## src/pkg/clu_pkg.sv

```systemverilog
package clu_pkg;
  localparam int CLU_TABLES = 2;
  // Register offsets, byte addressed
  localparam logic [3:0] CLU_OFF_CTRL = 4'h0;
  localparam logic [3:0] CLU_OFF_SEQ = 4'h1;
  localparam logic [3:0] CLU_OFF_TBL = 4'h5;
  localparam logic [3:0] CLU_TBL_STRIDE = 4'h4;
  localparam logic [3:0] CLU_TBL_B = 4'h1;
  localparam logic [3:0] CLU_TBL_C = 4'h2;
  localparam logic [3:0] CLU_TBL_T = 4'h3;
  localparam logic [7:0] CLU_RESET_VAL = 8'h00;
  // Field positions
  localparam int CLU_CTRL_EN_BIT = 0;
  localparam int CLU_CTRL_RUN_BIT = 6;
  localparam int CLU_A_EDGE_BIT = 7;
  localparam int CLU_A_CSRC_BIT = 6;
  localparam int CLU_A_FILT_LSB = 4;
  localparam int CLU_A_PIN_BIT = 3;
  localparam int CLU_A_EN_BIT = 0;
  localparam int CLU_B_SRC1_LSB = 4;
  // Readable bit masks, reserved bits read zero
  localparam logic [7:0] CLU_CTRL_MASK = 8'h41;
  localparam logic [7:0] CLU_SEQ_MASK = 8'h0f;
  localparam logic [7:0] CLU_A_MASK = 8'hf9;
  localparam logic [7:0] CLU_C_MASK = 8'h0f;
  // Sequencer functions
  localparam logic [3:0] CLU_SEQ_OFF = 4'h0;
  localparam logic [3:0] CLU_SEQ_DFLOP = 4'h1;
  localparam logic [3:0] CLU_SEQ_TOGGLE = 4'h2;
  localparam logic [3:0] CLU_SEQ_LATCH = 4'h3;
  localparam logic [3:0] CLU_SEQ_SETCLR = 4'h4;
  // Output filter select
  localparam logic [1:0] CLU_FILT_NONE = 2'h0;
  localparam logic [1:0] CLU_FILT_SYNC = 2'h1;
  localparam logic [1:0] CLU_FILT_GLITCH = 2'h2;
  // Input source codes
  localparam logic [3:0] CLU_SRC_MASK = 4'h0;
  localparam logic [3:0] CLU_SRC_FEEDBACK = 4'h1;
  localparam logic [3:0] CLU_SRC_LINK = 4'h2;
  localparam logic [3:0] CLU_SRC_EVLINE0 = 4'h3;
  localparam logic [3:0] CLU_SRC_EVLINE1 = 4'h4;
  localparam logic [3:0] CLU_SRC_PIN = 4'h5;
  localparam logic [3:0] CLU_SRC_CMP = 4'h6;
  localparam logic [3:0] CLU_SRC_CAPT = 4'h7;
  localparam logic [3:0] CLU_SRC_MAIN = 4'h8;
  localparam logic [3:0] CLU_SRC_CTRLT = 4'h9;
  localparam logic [3:0] CLU_SRC_UART = 4'ha;
  localparam logic [3:0] CLU_SRC_SPI = 4'hb;

  typedef struct packed {
    logic [3:0] addr;
    logic [7:0] wdata;
    logic wr;
    logic rd;
  } clu_bus_req_type;

  // Peripheral sources, all on clk
  typedef struct packed {
    logic event_line_0;
    logic event_line_1;
    logic comparator_output;
    logic capture_timer_waveform;
    logic [2:0] main_timer_waveform;
    logic [1:0] control_timer_waveform;
    logic [1:0] serial_transceiver_line;
    logic [2:0] serial_peripheral_line;
  } clu_src_type;
endpackage

```

## src/rtl/clu_core.sv

```systemverilog
// Design decision made here: the plain strobed port.
`timescale 1ns/1ns
// Function
// - Latch mode: even output is data, odd is gate; gate high follows.
// - Set-clear latch: even sets, odd clears, both low holds.
// - Without clock select, filter, edge, sequencer run each clk.
// - With clock select, table input 2 rising edges clock filter and edge.
// - Sequencer uses the even table's selected clock.
// - Input 2 reads as zero in lookup while it is the clock.
// - Table outputs leave as events; event lines usable as inputs.
// - Keep-running bit set: clocked logic runs in standby.
// - Bit clear: tables using clocked logic output zero in standby.
// - Idle sleep: plain lookup keeps running.
// - Global control at 0x00: bit 6 keep-running, bit 0 enable.
// - Sequencer field: off, data flop, JK flop, data latch, set-clear.
// - Table control: edge 7, clock select 6, filter 5:4, pin 3, enable 0.
// - Filter field: none, two-stage sync, glitch filter; 3 reserved.
// - Pin drive enable makes table output drive its pin.
// - Input source field codes 0x0 to 0xb; others reserved.
// - Inputs index the truth byte, input 2 most significant.
// - Sync delays two table edges; glitch filter needs three, delays four.
// - Protected fields write only while table disabled.
// - Link input takes the other table's output.
module clu_core (
  input wire logic clk,
  input wire logic reset_n,
  input wire clu_pkg::clu_bus_req_type bus_req,
  output logic [7:0] bus_rdata,
  input wire clu_pkg::clu_src_type src,
  input wire logic [5:0] pin_in,
  input wire logic standby_sleep,
  input wire logic idle_sleep,
  output logic [1:0] table_result_event,
  output logic [1:0] pin_out,
  output logic [1:0] pin_oe
);
  import clu_pkg::*;

  logic glob_en_reg;
  logic run_reg;
  logic [3:0] seq_sel_reg;
  logic [7:0] rdata_reg;
  logic [7:0] rd_val;
  logic [5:0] pin_val_reg;
  logic [1:0][7:0] ctrl_a_w;
  logic [1:0][7:0] ctrl_b_w;
  logic [1:0][7:0] ctrl_c_w;
  logic [1:0][7:0] truth_w;
  logic [1:0][2:0] idx_w;
  logic [1:0][2:0] in_w;
  logic [1:0][3:0] stage_w;
  logic [1:0] lut_w;
  logic [1:0] stage_out_w;
  logic [1:0] tick_w;
  logic [1:0] active_w;
  logic [1:0] uses_w;
  logic [1:0] out_reg;
  logic seq_q_reg;
  logic seq_val;
  logic seq_on;
  logic stall;

  // Standby without keep-running stops the filter, edge and sequencer stages
  assign stall = standby_sleep & ~run_reg;
  assign seq_on = (seq_sel_reg >= CLU_SEQ_DFLOP) && (seq_sel_reg <= CLU_SEQ_SETCLR);

  // Global control, never protected
  always_ff @(posedge clk) begin
    if (!reset_n) begin
      glob_en_reg <= 1'b0;
      run_reg <= 1'b0;
    end else if (bus_req.wr && bus_req.addr == CLU_OFF_CTRL) begin
      glob_en_reg <= bus_req.wdata[CLU_CTRL_EN_BIT];
      run_reg <= bus_req.wdata[CLU_CTRL_RUN_BIT];
    end
  end

  // Sequencer field is protected by both tables of the pair
  always_ff @(posedge clk) begin
    if (!reset_n) begin
      seq_sel_reg <= CLU_SEQ_OFF;
    end else if (bus_req.wr && bus_req.addr == CLU_OFF_SEQ &&
                 !ctrl_a_w[0][CLU_A_EN_BIT] && !ctrl_a_w[1][CLU_A_EN_BIT]) begin
      seq_sel_reg <= bus_req.wdata[3:0];
    end
  end

  // Pin inputs: three flops, a change counts when stages two and three agree
  genvar p;
  generate
    for (p = 0; p < 6; p++) begin : g_pin
      logic s1_reg;
      logic s2_reg;
      logic s3_reg;
      always_ff @(posedge clk) begin
        if (!reset_n) begin
          s1_reg <= 1'b0;
          s2_reg <= 1'b0;
          s3_reg <= 1'b0;
          pin_val_reg[p] <= 1'b0;
        end else begin
          s1_reg <= pin_in[p];
          s2_reg <= s1_reg;
          s3_reg <= s2_reg;
          if (s2_reg == s3_reg) begin
            pin_val_reg[p] <= s3_reg;
          end
        end
      end
    end
  endgenerate

  genvar n;
  genvar k;
  generate
    for (n = 0; n < CLU_TABLES; n++) begin : g_tbl
      localparam logic [3:0] BASE = 4'(CLU_OFF_TBL + n * CLU_TBL_STRIDE);
      logic [7:0] a_reg;
      logic [7:0] b_reg;
      logic [7:0] c_reg;
      logic [7:0] t_reg;
      logic [3:0] st_reg;
      logic filt_q_reg;
      logic in2_prev_reg;
      logic edge_prev_reg;
      logic edge_q_reg;
      logic [1:0] filt;
      logic csrc;
      logic filt_val;
      logic final_val;
      logic wr_ok;

      assign filt = a_reg[CLU_A_FILT_LSB +: 2];
      assign csrc = a_reg[CLU_A_CSRC_BIT];
      assign wr_ok = bus_req.wr && !a_reg[CLU_A_EN_BIT];

      // Enable bit always writable, the rest only while disabled
      always_ff @(posedge clk) begin
        if (!reset_n) begin
          a_reg <= CLU_RESET_VAL;
        end else if (bus_req.wr && bus_req.addr == BASE) begin
          if (!a_reg[CLU_A_EN_BIT]) begin
            a_reg <= bus_req.wdata & CLU_A_MASK;
          end else begin
            a_reg[CLU_A_EN_BIT] <= bus_req.wdata[CLU_A_EN_BIT];
          end
        end
      end

      // Input selects and truth byte
      always_ff @(posedge clk) begin
        if (!reset_n) begin
          b_reg <= CLU_RESET_VAL;
          c_reg <= CLU_RESET_VAL;
          t_reg <= CLU_RESET_VAL;
        end else if (wr_ok) begin
          if (bus_req.addr == BASE + CLU_TBL_B) b_reg <= bus_req.wdata;
          if (bus_req.addr == BASE + CLU_TBL_C) c_reg <= bus_req.wdata & CLU_C_MASK;
          if (bus_req.addr == BASE + CLU_TBL_T) t_reg <= bus_req.wdata;
        end
      end

      // Input multiplexers, reserved codes read as masked
      for (k = 0; k < 3; k++) begin : g_in
        logic [3:0] code;
        assign code = (k == 0) ? b_reg[3:0] :
                      (k == 1) ? b_reg[CLU_B_SRC1_LSB +: 4] : c_reg[3:0];
        always_comb begin
          unique case (code)
            CLU_SRC_FEEDBACK: in_w[n][k] = seq_q_reg;
            CLU_SRC_LINK: in_w[n][k] = out_reg[(n + 1) % CLU_TABLES];
            CLU_SRC_EVLINE0: in_w[n][k] = src.event_line_0;
            CLU_SRC_EVLINE1: in_w[n][k] = src.event_line_1;
            CLU_SRC_PIN: in_w[n][k] = pin_val_reg[3 * n + k];
            CLU_SRC_CMP: in_w[n][k] = src.comparator_output;
            CLU_SRC_CAPT: in_w[n][k] = src.capture_timer_waveform;
            CLU_SRC_MAIN: in_w[n][k] = src.main_timer_waveform[k];
            CLU_SRC_CTRLT: in_w[n][k] = src.control_timer_waveform[k == 1];
            CLU_SRC_UART: in_w[n][k] = (k < 2) ? src.serial_transceiver_line[k % 2] : 1'b0;
            CLU_SRC_SPI: in_w[n][k] = src.serial_peripheral_line[k];
            default: in_w[n][k] = 1'b0;
          endcase
        end
      end

      // Lookup: input 2 is the top index bit, held low while it clocks
      assign active_w[n] = glob_en_reg & a_reg[CLU_A_EN_BIT];
      assign idx_w[n] = {in_w[n][2] & ~csrc, in_w[n][1], in_w[n][0]};
      assign lut_w[n] = active_w[n] & t_reg[idx_w[n]];

      // Table clock: each clk, or rising edges of input 2
      assign tick_w[n] = ~stall & (csrc ? (in_w[n][2] & ~in2_prev_reg) : 1'b1);
      always_ff @(posedge clk) begin
        if (!reset_n) begin
          in2_prev_reg <= 1'b0;
        end else begin
          in2_prev_reg <= in_w[n][2];
        end
      end

      // Filter; a disabled table clears it on the next edge
      always_ff @(posedge clk) begin
        if (!reset_n || !active_w[n]) begin
          st_reg <= 4'h0;
          filt_q_reg <= 1'b0;
        end else if (tick_w[n]) begin
          st_reg <= {st_reg[2:0], lut_w[n]};
          if (filt == CLU_FILT_SYNC) begin
            filt_q_reg <= st_reg[0];
          end else if (st_reg[0] == st_reg[1] && st_reg[1] == st_reg[2]) begin
            filt_q_reg <= st_reg[2];
          end
        end
      end
      assign stage_w[n] = st_reg;
      // Reserved filter code passes the raw lookup
      assign filt_val = (filt == CLU_FILT_SYNC || filt == CLU_FILT_GLITCH) ?
                        filt_q_reg : lut_w[n];

      // Rising edge detector, one table clock wide
      always_ff @(posedge clk) begin
        if (!reset_n || !active_w[n]) begin
          edge_prev_reg <= 1'b0;
          edge_q_reg <= 1'b0;
        end else if (tick_w[n]) begin
          edge_prev_reg <= filt_val;
          edge_q_reg <= filt_val & ~edge_prev_reg;
        end
      end
      assign stage_out_w[n] = a_reg[CLU_A_EDGE_BIT] ? edge_q_reg : filt_val;

      assign uses_w[n] = (filt == CLU_FILT_SYNC) || (filt == CLU_FILT_GLITCH) ||
                         a_reg[CLU_A_EDGE_BIT] || seq_on;
      // Even table carries the sequencer result when one is chosen
      assign final_val = (stall && uses_w[n]) ? 1'b0 :
                         (n == 0 && seq_on) ? seq_val : stage_out_w[n];

      // Registered result feeds events, pin and link paths
      always_ff @(posedge clk) begin
        if (!reset_n) begin
          out_reg[n] <= 1'b0;
        end else begin
          out_reg[n] <= active_w[n] & final_val;
        end
      end

      assign ctrl_a_w[n] = a_reg;
      assign ctrl_b_w[n] = b_reg;
      assign ctrl_c_w[n] = c_reg;
      assign truth_w[n] = t_reg;
    end
  endgenerate

  // Latches are transparent so their result is combinational
  always_comb begin
    unique case (seq_sel_reg)
      CLU_SEQ_LATCH: seq_val = stage_out_w[1] ? stage_out_w[0] : seq_q_reg;
      CLU_SEQ_SETCLR: begin
        if (stage_out_w[0] && !stage_out_w[1]) seq_val = 1'b1;
        else if (!stage_out_w[0] && stage_out_w[1]) seq_val = 1'b0;
        else seq_val = seq_q_reg; // Forbidden pair is held
      end
      CLU_SEQ_DFLOP, CLU_SEQ_TOGGLE: seq_val = seq_q_reg;
      default: seq_val = 1'b0;
    endcase
  end

  // Sequencer state: flops on the even table's clock, latches each clk unless stalled; cleared with the even table
  always_ff @(posedge clk) begin
    if (!reset_n || !active_w[0]) begin
      seq_q_reg <= 1'b0;
    end else begin
      unique case (seq_sel_reg)
        CLU_SEQ_DFLOP: if (tick_w[0] && stage_out_w[1]) seq_q_reg <= stage_out_w[0];
        CLU_SEQ_TOGGLE: begin
          if (tick_w[0]) begin
            unique case ({stage_out_w[0], stage_out_w[1]})
              2'b01: seq_q_reg <= 1'b0;
              2'b10: seq_q_reg <= 1'b1;
              2'b11: seq_q_reg <= ~seq_q_reg;
              default: seq_q_reg <= seq_q_reg;
            endcase
          end
        end
        CLU_SEQ_LATCH, CLU_SEQ_SETCLR: if (!stall) seq_q_reg <= seq_val;
        default: seq_q_reg <= 1'b0;
      endcase
    end
  end

  // Read decode, unmapped and reserved read zero
  always_comb begin
    rd_val = 8'h00;
    if (bus_req.addr == CLU_OFF_CTRL) rd_val = {1'b0, run_reg, 5'h00, glob_en_reg};
    if (bus_req.addr == CLU_OFF_SEQ) rd_val = {4'h0, seq_sel_reg} & CLU_SEQ_MASK;
    for (int i = 0; i < CLU_TABLES; i++) begin
      if (bus_req.addr == 4'(CLU_OFF_TBL + i * CLU_TBL_STRIDE)) rd_val = ctrl_a_w[i];
      if (bus_req.addr == 4'(CLU_OFF_TBL + i * CLU_TBL_STRIDE + CLU_TBL_B)) rd_val = ctrl_b_w[i];
      if (bus_req.addr == 4'(CLU_OFF_TBL + i * CLU_TBL_STRIDE + CLU_TBL_C)) rd_val = ctrl_c_w[i];
      if (bus_req.addr == 4'(CLU_OFF_TBL + i * CLU_TBL_STRIDE + CLU_TBL_T)) rd_val = truth_w[i];
    end
  end

  // Read data stands one cycle only
  always_ff @(posedge clk) begin
    if (!reset_n) begin
      rdata_reg <= 8'h00;
    end else begin
      rdata_reg <= bus_req.rd ? rd_val : 8'h00;
    end
  end

  assign bus_rdata = rdata_reg;
  assign table_result_event = out_reg;
  assign pin_out = out_reg;
  assign pin_oe = {ctrl_a_w[1][CLU_A_PIN_BIT], ctrl_a_w[0][CLU_A_PIN_BIT]};
endmodule

```

## config.mk

```make
export PLATFORM = sky130hd
export DESIGN_NAME = clu_core
export DESIGN_NICKNAME = d
export VERILOG_FILES = /design/src/pkg/clu_pkg.sv /design/src/rtl/clu_core.sv
export SDC_FILE = /design/constraint.sdc
export NUM_CORES = 1
export LEC_CHECK = 0
export ABC_AREA = 1
export BUFFER_PORTS_ARGS = -buffer_cell sky130_fd_sc_hd__buf_2
export CORE_MARGIN = 4
export CORE_UTILIZATION = 35
export CTS_CLUSTER_DIAMETER = 150
export DETAILED_ROUTE_END_ITERATION = 10
export SYNTH_ARGS = -nofsm -noshare
export SYNTH_HDL_FRONTEND = slang
export SYNTH_SLANG_ARGS = --single-unit
export TNS_END_PERCENT = 1
```

## constraint.sdc

```tcl
create_clock -name clk -period 2.6 [get_ports clk]
set_clock_uncertainty 0.1 [all_clocks]
set_input_delay 0.13 -clock clk [delete_from_list [all_inputs] [get_ports clk]]
set_output_delay 0.13 -clock clk [all_outputs]
set_load 0.05 [all_outputs]
```

# == Word level (Yosys, flattened, before mapping) ==
# Index checks and enable logic that the tools add are counted.
# op_classes
add_sub_neg,0
mul,0
div_mod_pow,0
order_cmp,4
eq_ne,98
shifts,0
mux,42
n_bitwise,26
reduce_logical,48
# op_table
operator,count
$eq 4x3->1 const B,28
$eq 4x4->1 const B,27
$mux 8,9
$eq 4x2->1 const B,14
$pmux 1 s11,4
$eq 4x1->1 const B,8
$reduce_and 2->1,11
$mux 1,21
$pmux 1 s10,2
$logic_and 1x1->1,16
$and 1x1->1,15
$not 1->1,11
$eq 1x1->1,10
$pmux 1 s3,3
$eq 2x2->1 const B,4
$logic_or 1x1->1,8
$lt 3x4->1 const B,2
$logic_not 1->1,7
$mux 7,1
$bmux 1 s3,2
$eq 2x1->1 const B,3
$ne 2x2->1 const B,3
$ge 4x1->1 const B,1
$le 4x3->1 const B,1
5 further kinds,7
# totals
regBits,107
latch_bits,0
ramBits,0
mem_bits_ro,0
mem_count,0

# == Depth between registers and ports, before layout ==
# Gate-level depths: netlist (run 1).
# depth
ltp_word,16
ltp_mapped,21
mapped_depth_nobuf,21

# == Worst setup path after synthesis (run 1) ==
# Ideal clock, no wire load.
# synth_path
kind,register to register
start,reg out_reg[0] (netlist: pin_out[0])
end,reg seq_q_reg
arrival_ns,1.921
t_required_ns,2.434
setup_slack_ns,0.513
path_stages_with_launch,19
path_buffers,0
path_cell_list,dfxtp_1 nand3_1 nand3_1 nand2_1 nand3_1 nand2_2 inv_1 nand3_1 nand3_2 nand3_2 nand2_2 nand3_2 nand2_2 nand2_1 nand2_1 nand3_2 clkinv_1 nand2_1 a21oi_2
# synth_between
elab_chain_cells,13
word_cells_on_any_way,27
classes_between,eq/ne (5); mux (15); bitwise (2); reduce/logical (5)
# synth_rtl
item,line_no,source
"start, declared",clu_core.sv:57,logic [1:0] out_reg;
"start signal, assigned by index",clu_core.sv:243,out_reg[n] <= active_w[n] & final_val;
$pmux 1 s10,clu_core.sv:169,unique case (code)
$and 1x1->1,clu_core.sv:188,"assign idx_w[n] = {in_w[n][2] & ~csrc, in_w[n][1], in_w[n][0]};"
$bmux 1 s3 (*),clu_core.sv:189,assign lut_w[n] = active_w[n] & t_reg[idx_w[n]];
$mux 1 (not written as such) (*),clu_core.sv:189,
$and 1x1->1 (*),clu_core.sv:189,
$mux 1 (*),clu_core.sv:217,assign filt_val = (filt == CLU_FILT_SYNC || filt == CLU_FILT_GLITCH) ?
$mux 1 (*),clu_core.sv:230,assign stage_out_w[n] = a_reg[CLU_A_EDGE_BIT] ? edge_q_reg : filt_val;
$logic_and 1x1->1 / $logic_not 1->1 (equally long branches),"clu_core.sv:260, clu_core.sv:259",
$mux 1 / $logic_and 1x1->1 (equally long branches),"clu_core.sv:260, clu_core.sv:259",
$mux 1,clu_core.sv:259,if (stage_out_w[0] && !stage_out_w[1]) seq_val = 1'b1;
$pmux 1 s3,clu_core.sv:256,unique case (seq_sel_reg)
$mux 1,clu_core.sv:285,"CLU_SEQ_LATCH, CLU_SEQ_SETCLR: if (!stall) seq_q_reg <= seq_val;"
$pmux 1 s3,clu_core.sv:273,unique case (seq_sel_reg)
"end signal, assigned",clu_core.sv:274,CLU_SEQ_DFLOP: if (tick_w[0] && stage_out_w[1]) seq_q_reg <= stage_out_w[0];
"end signal, assigned",clu_core.sv:280,2'b11: seq_q_reg <= ~seq_q_reg;
"end signal, assigned",clu_core.sv:285,
"end, declared",clu_core.sv:58,logic seq_q_reg;
# Every way passes the cells marked *; elsewhere a longest branch is shown, timed or not. The select of a mux whose other input is x is not followed.
# A chain may end at the register's enable or synchronous reset.

# == Final worst setup path (run 1) ==
# layout_path
start,reg g_tbl[0].c_reg[3]
end,reg out_reg[0] (netlist: pin_out[0])
# layout_between
elab_chain_cells,16
word_cells_on_any_way,27
classes_between,eq/ne (10); mux (11); bitwise (3); reduce/logical (3)
# layout_rtl
item,line_no,source
"start, declared",clu_core.sv:120,logic [7:0] c_reg;
"start signal, assigned",clu_core.sv:158,if (bus_req.addr == BASE + CLU_TBL_C) c_reg <= bus_req.wdata & CLU_C_MASK;
"$eq 4x4->1, or another cell as far along",clu_core.sv:169,
$pmux 1 s10 (*),clu_core.sv:169,
$and 1x1->1 (*),clu_core.sv:188,
$bmux 1 s3 (*),clu_core.sv:189,
$mux 1 (not written as such) (*),clu_core.sv:189,
$and 1x1->1 (*),clu_core.sv:189,
$mux 1 (*),clu_core.sv:217,
$mux 1 (*),clu_core.sv:230,
$logic_not 1->1,clu_core.sv:260,else if (!stage_out_w[0] && stage_out_w[1]) seq_val = 1'b0;
$logic_and 1x1->1,clu_core.sv:260,
$mux 1,clu_core.sv:260,
$mux 1,clu_core.sv:259,
$pmux 1 s3,clu_core.sv:256,
$mux 1 (*),clu_core.sv:236,(n == 0 && seq_on) ? seq_val : stage_out_w[n];
$mux 1 (*),clu_core.sv:235,assign final_val = (stall && uses_w[n]) ? 1'b0 :
$and 1x1->1 (*),clu_core.sv:243,
# Marks and branches as above.

==> flow_summary_export.csv, run 1 <==
group,metric,value,unit
critical_path,required,2.77,ns
placed_design,hpwl,11900,um
floorplanning,die-height,133,um
critical_path,path_max_fanout,5,
critical_path,critical-path-max-stage-delay,0.41,ns
clock_tree,cts_buffer_depth,2,
detailed_routing,routed_wl,16000,um
detailed_routing,vias,5359,
synthesis,synthFlopType,"dfxtp_1",
pwr,vdd_drop_max,0.302,mV
grt,overflow,0,
synthesis,synth-edff-count,0,
final_layout,antenna_cells,0,
clock_tree,clock_sinks,107,
detailed_routing,drtAntennaViolNets,0,
grt,grt_max_degree,77,
critical_path,cp.arrival,2.55,ns
sta,slew_viol_final,0,
sta,fmax,0.420,GHz
run,maxCapViolations,0,
clock_tree,root_buffer,"clkbuf_16",
synthesis,synth_mux_area_share,0,%
sta,grt_setup_unrepaired,"no",
clock_tree,cts_htree_levels,3,
pwr,p_leak,2.75,nW
synthesis,synthSimpleGateAreaFrac,27.2,%
placed_design,place_congestion,0.915,
synthesis,synth_commonest_cells,"nand2_1, inv_1, dfxtp_1, a21oi_1, o21ai_0",
hold_path,hp-class,"input pin to flip-flop",
floorplanning,io_pins,52,
synthesis,synthTopCellsByArea,"dfxtp_1, nand2_1, inv_1",
sta,fin_setup_tns,0,ns
clock_tree,cts.clk_slew.worst_paths,0.08,ns
grt,grt_use_met3,3.54,%
critical_path,rr_endpoint,"pin_out[0]$_SDFF_PN0_",
synthesis,synth_xor_area_share,0,%
synthesis,async_reset_ff_share,0,%
synthesis,synth.most_common_cell,"nand2_1",
synthesis,synthCells,802,
sta,fin_crit_sh,91.6,%
synthesis,synth-compound-area-share,20.9,%
critical_path,rrSetupSlack,0.22,ns
floorplanning,start_util,35.7,%
critical_path,cp-end-kind,"flip-flop",
floorplanning,die-area,17600,um^2
synthesis,syn_nets,848,
sta,tightest_slew,0.700,ns
detailed_routing,viasPerCell,5.08,
grt,grt.total_usage,18.4,%
sta,finalCriticalPeriod,2.38,ns
sta,setup_violations,0,
synthesis,netlist_area,5430,um^2
outcome,run_status,"finished clean",
synthesis,seq_area_frac_synth,39.5,%
critical_path,endpoint,"pin_out[0]$_SDFF_PN0_",
critical_path,timing.rr.start,"g_tbl[0].c_reg[3]$_SDFFE_PN0P_",
synthesis,synth_top_family_by_area,"simple AND/OR/NAND/NOR gates",
placed_design,io_buffers,50,
grt,met1_usage,25.5,%
sta,maxSlewHeadroom,53.3,%
grt,top_usage_layer,"met2",
clock_tree,insertion_delay,0.37,ns
synthesis,synth_top_area_cell,"dfxtp_1",
synthesis,yosys_warnings,0,
grt,grt_antenna_before_repair,0,
synthesis,ys_ff_latch,107,
final_layout,final_net_count,908,
critical_path,setup.worst_path.class,"flip-flop to flip-flop",
floorplanning,die_w,133,um
detailed_routing,drt-initial-drc-count,516,
floorplanning,coreArea,15200,um^2
detailed_routing,drc,0,
final_layout,areaGrowthSynthToFinish,16.5,%
clock_tree,cts_inserted_buffers,9,
grt,use_met2,28.5,%
grt,grt_pass1_vias,4972,
synthesis,avgSynthCellArea,6.77,um^2
final_layout,drive_gt1_share,14.1,%
critical_path,startpoint,"g_tbl[0].c_reg[3]$_SDFFE_PN0P_",
detailed_routing,firstDrtPassIters,5,
critical_path,crit_chain,"inv_2 > nand2_1 > nor2_1 > a21oi_1 > nand2_1 > nor2_1 > nor2_1 > inv_1 > nand2_1 > nand4_1 > nand3_1 > nand2_2 > inv_1 > nand2_2 > nand2_1 > nand2_1 > nand4_1 > nand2_1 > inv_1",
floorplanning,row_count,45,
critical_path,crit_slowest_cell,"dfxtp_1",
clock_tree,cts_tree,"yes",
critical_path,ff2ff_path_depth,19,
synthesis,synthDistinctLibCells,32,
synthesis,yosys.area.top_type_share,39.5,%
sta,hold_violations,0,
critical_path,setup.worst_path.start_class,"flip-flop",
grt,grt_pass1_wl,25800,um
pwr,p_total,3.42,mW
synthesis,synthAdderAreaFrac,1.84,%
critical_path,path_common_cell,"nand2_1",
pwr,power_density,540,nW/um^2
detailed_routing,wl_per_cell,15.2,um
## worst max-delay path: cells and delay by family, from the launching register on
family	cells	cell delay, ns
buffers and inverters	4	0.25
flip-flops	1	0.41
AND/OR/NAND/NOR	14	1.41
AO/OA/AOI/OAI	1	0.14
## report_power, final
group	internal [mW]	leakage (nW)	switching, mW
sequential	1.67	0.869	0.0214
combinational	0.100	1.74	0.210
clock	0.689	0.149	0.724
total	2.46	2.75	0.956
## cells by family after synthesis
kind of cell / Yosys count
simple gates: 329
compound gates: 209
buf+inv: 149
flops: 107
fa+ha+maj: 8
## final cells by class
| cell class | count | area, um^2 |
|---|---|---|
| clock inverter | 7 | 76.3 |
| fill | 1617 | 8880 |
| clock buffer | 9 | 225 |
| inverter | 130 | 490 |
| sequential | 107 | 2150 |
| timing repair buffer | 68 | 405 |
| multi-input combinational | 546 | 2750 |
| tap | 188 | 235 |
## per-layer routing
layer / up-vias / part of all wire [%]
li1: 2780 / -
met2: 143 / 44
met4: 0 / 2.7
met1: 2411 / 47
met5: - / 0
met3: 25 / 6.2
## cell usage in the layout (no fill, tap or decap), types with 11 or more instances in the layout
cell type  Yosys  final
inv_2         10     11
dfxtp_1      107    104
nand3_1       69     69
o21ai_0       87     87
nor3_1        16     16
nor2_1        70     69
nand4_1       16     16
a21oi_1       89     89
inv_1        119    117
buf_2          0     50
nand2_1      133    131
## per-stage QoR
stage                     util, %  hold WS, ns  cell area (um^2)  setup WS, ns  cells
after floorplan                 -        0.128              5430         0.513    802
after global placement       38.8        0.211              5900         0.209   1031
after detailed placement     38.8        0.216              5900         0.203   1031
after CTS                    41.3       0.0237              6280         0.183   1055
after global routing         41.6       0.0405              6320       0.00330   1055
final                        41.6       0.0406              6320         0.217   1055
## worst min-delay path by stage
stage | cells past startpoint | slack, ns | from | to
2_1_floorplan | 2 | 0.13 | pin_in[0] | g_pin[0].s1_reg$_SDFF_PN0_
3_3_place_gp | 3 | 0.21 | pin_in[5] | g_pin[5].s1_reg$_SDFF_PN0_
3_5_place_dp | 3 | 0.22 | pin_in[4] | g_pin[4].s1_reg$_SDFF_PN0_
4_1_cts | 3 | 0.02 | bus_req[6] | g_tbl[1].a_reg[4]$_SDFFE_PN0P_
5_1_grt | 3 | 0.04 | bus_req[6] | g_tbl[1].a_reg[4]$_SDFFE_PN0P_
6_report | 3 | 0.04 | bus_req[6] | g_tbl[1].a_reg[4]$_SDFFE_PN0P_
## what timing repair did
item | CTS | global route
endpoints found under the setup margin | 0 | 2
resized for setup | 0 | 15
hold endpoints to repair | 11 | 0
hold buffers | 8 | 0
buffers inserted | 0 | 0
Note: power is estimated with default switching activity, not from simulation.
==> run 2: changes to the inputs <==
--- a/config.mk
+++ b/config.mk
@@ -11,6 +11,7 @@
 export CORE_UTILIZATION = 35
 export CTS_CLUSTER_DIAMETER = 150
 export DETAILED_ROUTE_END_ITERATION = 10
+export RECOVER_POWER = 50
 export SYNTH_ARGS = -nofsm -noshare
 export SYNTH_HDL_FRONTEND = slang
 export SYNTH_SLANG_ARGS = --single-unit
==> run 2 against run 1 <==
Register-to-register slack hardly changed; critical endpoint unchanged; hold slack got worse by 0.0038 ns; wire length decreased by 0.22%; core utilization shrank 0.19 points; sequential cell count unchanged; largest cell class unchanged.
==> flow_summary_export.csv, run 2 (same netlist as run 1, synthesis figures left out) <==
group,metric,value,unit
outcome,run_status,"finished clean",
placed_design,post-place-ws,0.203,ns
sta,setup_slack,0.215,ns
final_layout,final_net_count,908,
critical_path,cp.arrival,2.55,ns
final_layout,final_common_cell,"nand2_1",
detailed_routing,wl_per_cell,15.1,um
final_layout,drive_gt1_share,12.1,%
placed_design,place_congestion,0.915,
detailed_routing,firstDrtPassIters,7,
detailed_routing,dr_wl_met2,7030,um
detailed_routing,drt-initial-drc-count,463,
hold_path,hp-class,"input pin to flip-flop",
run,maxCapViolations,0,
clock_tree,cts_inserted_buffers,9,
clock_tree,clock_sinks,107,
grt,grt.total_usage,18.4,%
placed_design,place_area,5900,um^2
detailed_routing,drtAntennaViolNets,0,
pwr,p_total,3.41,mW
placed_design,io_buffers,50,
critical_path,crit_slowest_cell,"dfxtp_1",
pwr,pwr-share-seq,49.6,%
pwr,combPwrFrac,9.1,%
pwr,clkPwrFrac,41.3,%
final_layout,final_cell_area,6290,um^2
floorplanning,die-height,133,um
detailed_routing,met1_length,7510,um
floorplanning,die_w,133,um
detailed_routing,routed_wl,16000,um
detailed_routing,routed.top_layer,"met4",
critical_path,critical-path-max-stage-delay,0.41,ns
floorplanning,row_count,45,
sta,grt_setup_unrepaired,"no",
detailed_routing,route.met3.wl,1010,um
grt,grt_pass1_vias,4972,
critical_path,cp_top_family,"simple AND/OR/NAND/NOR gates",
floorplanning,start_util,35.7,%
detailed_routing,vias,5355,
sta,hold_violations,0,
grt,grt_antenna_before_repair,0,
final_layout,final_cells,1055,
placed_design,hpwl,11900,um
critical_path,path_common_cell,"nand2_1",
final_layout,areaGrowthSynthToFinish,16.0,%
clock_tree,cts.clk_slew.worst_paths,0.08,ns
grt,overflow,0,
pwr,power_density,542,nW/um^2
detailed_routing,viasPerCell,5.08,
final_layout,n_fill_cell,1626,
clock_tree,insertion_delay,0.37,ns
critical_path,setup.worst_path.class,"flip-flop to flip-flop",
pwr,swShare,27.9,%
detailed_routing,drc,0,
floorplanning,io_pins,52,
clock_tree,root_buffer,"clkbuf_16",
pwr,switching_power,0.953,mW
grt,grt_pass1_wl,25800,um
critical_path,setup.worst_path.start_class,"flip-flop",
clock_tree,cts_tree,"yes",
sta,hold_ws,0.0368,ns
clock_tree,cts_buffer_depth,2,
critical_path,required,2.77,ns
sta,fmax,0.419,GHz
floorplanning,coreArea,15200,um^2
grt,grt_max_degree,77,
pwr,intPower,2.46,mW
sta,fin_crit_sh,91.7,%
sta,setup_violations,0,
final_layout,final_cell_mix,"nand2_1, inv_1, dfxtp_1",
pwr,vdd_drop_max,0.302,mV
critical_path,cp-end-kind,"flip-flop",
critical_path,cp_num_buf_inv,4,
clock_tree,cts_htree_levels,3,
sta,fin_setup_tns,0,ns
floorplanning,die-area,17600,um^2
sta,maxSlewHeadroom,11.3,%
sta,finalCriticalPeriod,2.38,ns
placed_design,dp.cells,1031,
sta,tightest_slew,1.33,ns
critical_path,crit_chain,"inv_2 > nand2_1 > nor2_1 > a21oi_1 > nand2_1 > nor2_1 > nor2_1 > inv_1 > nand2_1 > nand4_1 > nand3_1 > nand2_2 > inv_1 > nand2_2 > nand2_1 > nand2_1 > nand4_1 > nand2_1 > inv_1",
sta,slew_viol_final,0,
pwr,p_leak,2.68,nW
critical_path,path_max_fanout,5,
clock_tree,cts_setup_buffers,0,
final_layout,final_core_util,41.4,%
final_layout,antenna_cells,0,
-- run 2: cell types whose count changed in the layout (fill, tap and decap cells not counted), sizes merged --
| cell | delta |
|---|---|
| buf | -18 |
| clkbuf | +18 |
-- run 2: what timing repair did --
item	CTS	global route
endpoints found under the hold margin	11	0
resized for setup	0	15
hold buffers	8	0
endpoints found under the setup margin	0	2
-- run 2: cell type report --
class	instances	area (um^2)	area share (%)
inverters	130	490	7.79
clock inverters	7	76.3	1.21
well taps	188	235	3.74
flip-flops and latches	107	2150	34.1
clock buffers	9	225	3.58
repair buffers	68	377	5.98
multi-input cells	546	2750	43.6
-- run 2: power groups by stage --
stage | Sequential [mW] | Combinational, mW | Clock, mW
4_1_cts | 1.69 | 0.306 | 1.44
6_report | 1.69 | 0.309 | 1.41
3_5_place_dp | 1.73 | 0.296 | 0
2_1_floorplan | 1.73 | 0.170 | 0
3_3_place_gp | 1.73 | 0.295 | 0
5_1_grt | 1.70 | 0.347 | 1.50
-- run 2: final timing paths --
check | startpoint | endpoint | slack [ns] | cells past startpoint
max | g_tbl[0].c_reg[3]$_SDFFE_PN0P_ | pin_out[0]$_SDFF_PN0_ | 0.22 | 19
min | bus_req[6] | g_tbl[1].a_reg[4]$_SDFFE_PN0P_ | 0.04 | 3
max reg2reg | g_tbl[0].c_reg[3]$_SDFFE_PN0P_ | pin_out[0]$_SDFF_PN0_ | 0.22 | 19
min reg2reg | g_pin[4].s1_reg$_SDFF_PN0_ | g_pin[4].s2_reg$_SDFF_PN0_ | 0.32 | 2
-- run 2: metal layers --
layer	vias up	global-route usage [%]
met5	-	0
met4	0	7.22
met3	25	3.54
met2	166	28.5
met1	2384	25.5
li1	2780	-
-- run 2: worst register-to-register path, cell delays in order, from the launching register on --
cell and delay (ns):
dfxtp_1 0.41, inv_2 0.07, nand2_1 0.12, nor2_1 0.06
a21oi_1 0.14, nand2_1 0.07, nor2_1 0.31, nor2_1 0.12
inv_1 0.07, nand2_1 0.07, nand4_1 0.08, nand3_1 0.09
nand2_2 0.12, inv_1 0.07, nand2_2 0.05, nand2_1 0.05
nand2_1 0.09, nand4_1 0.08, nand2_1 0.09, inv_1 0.04
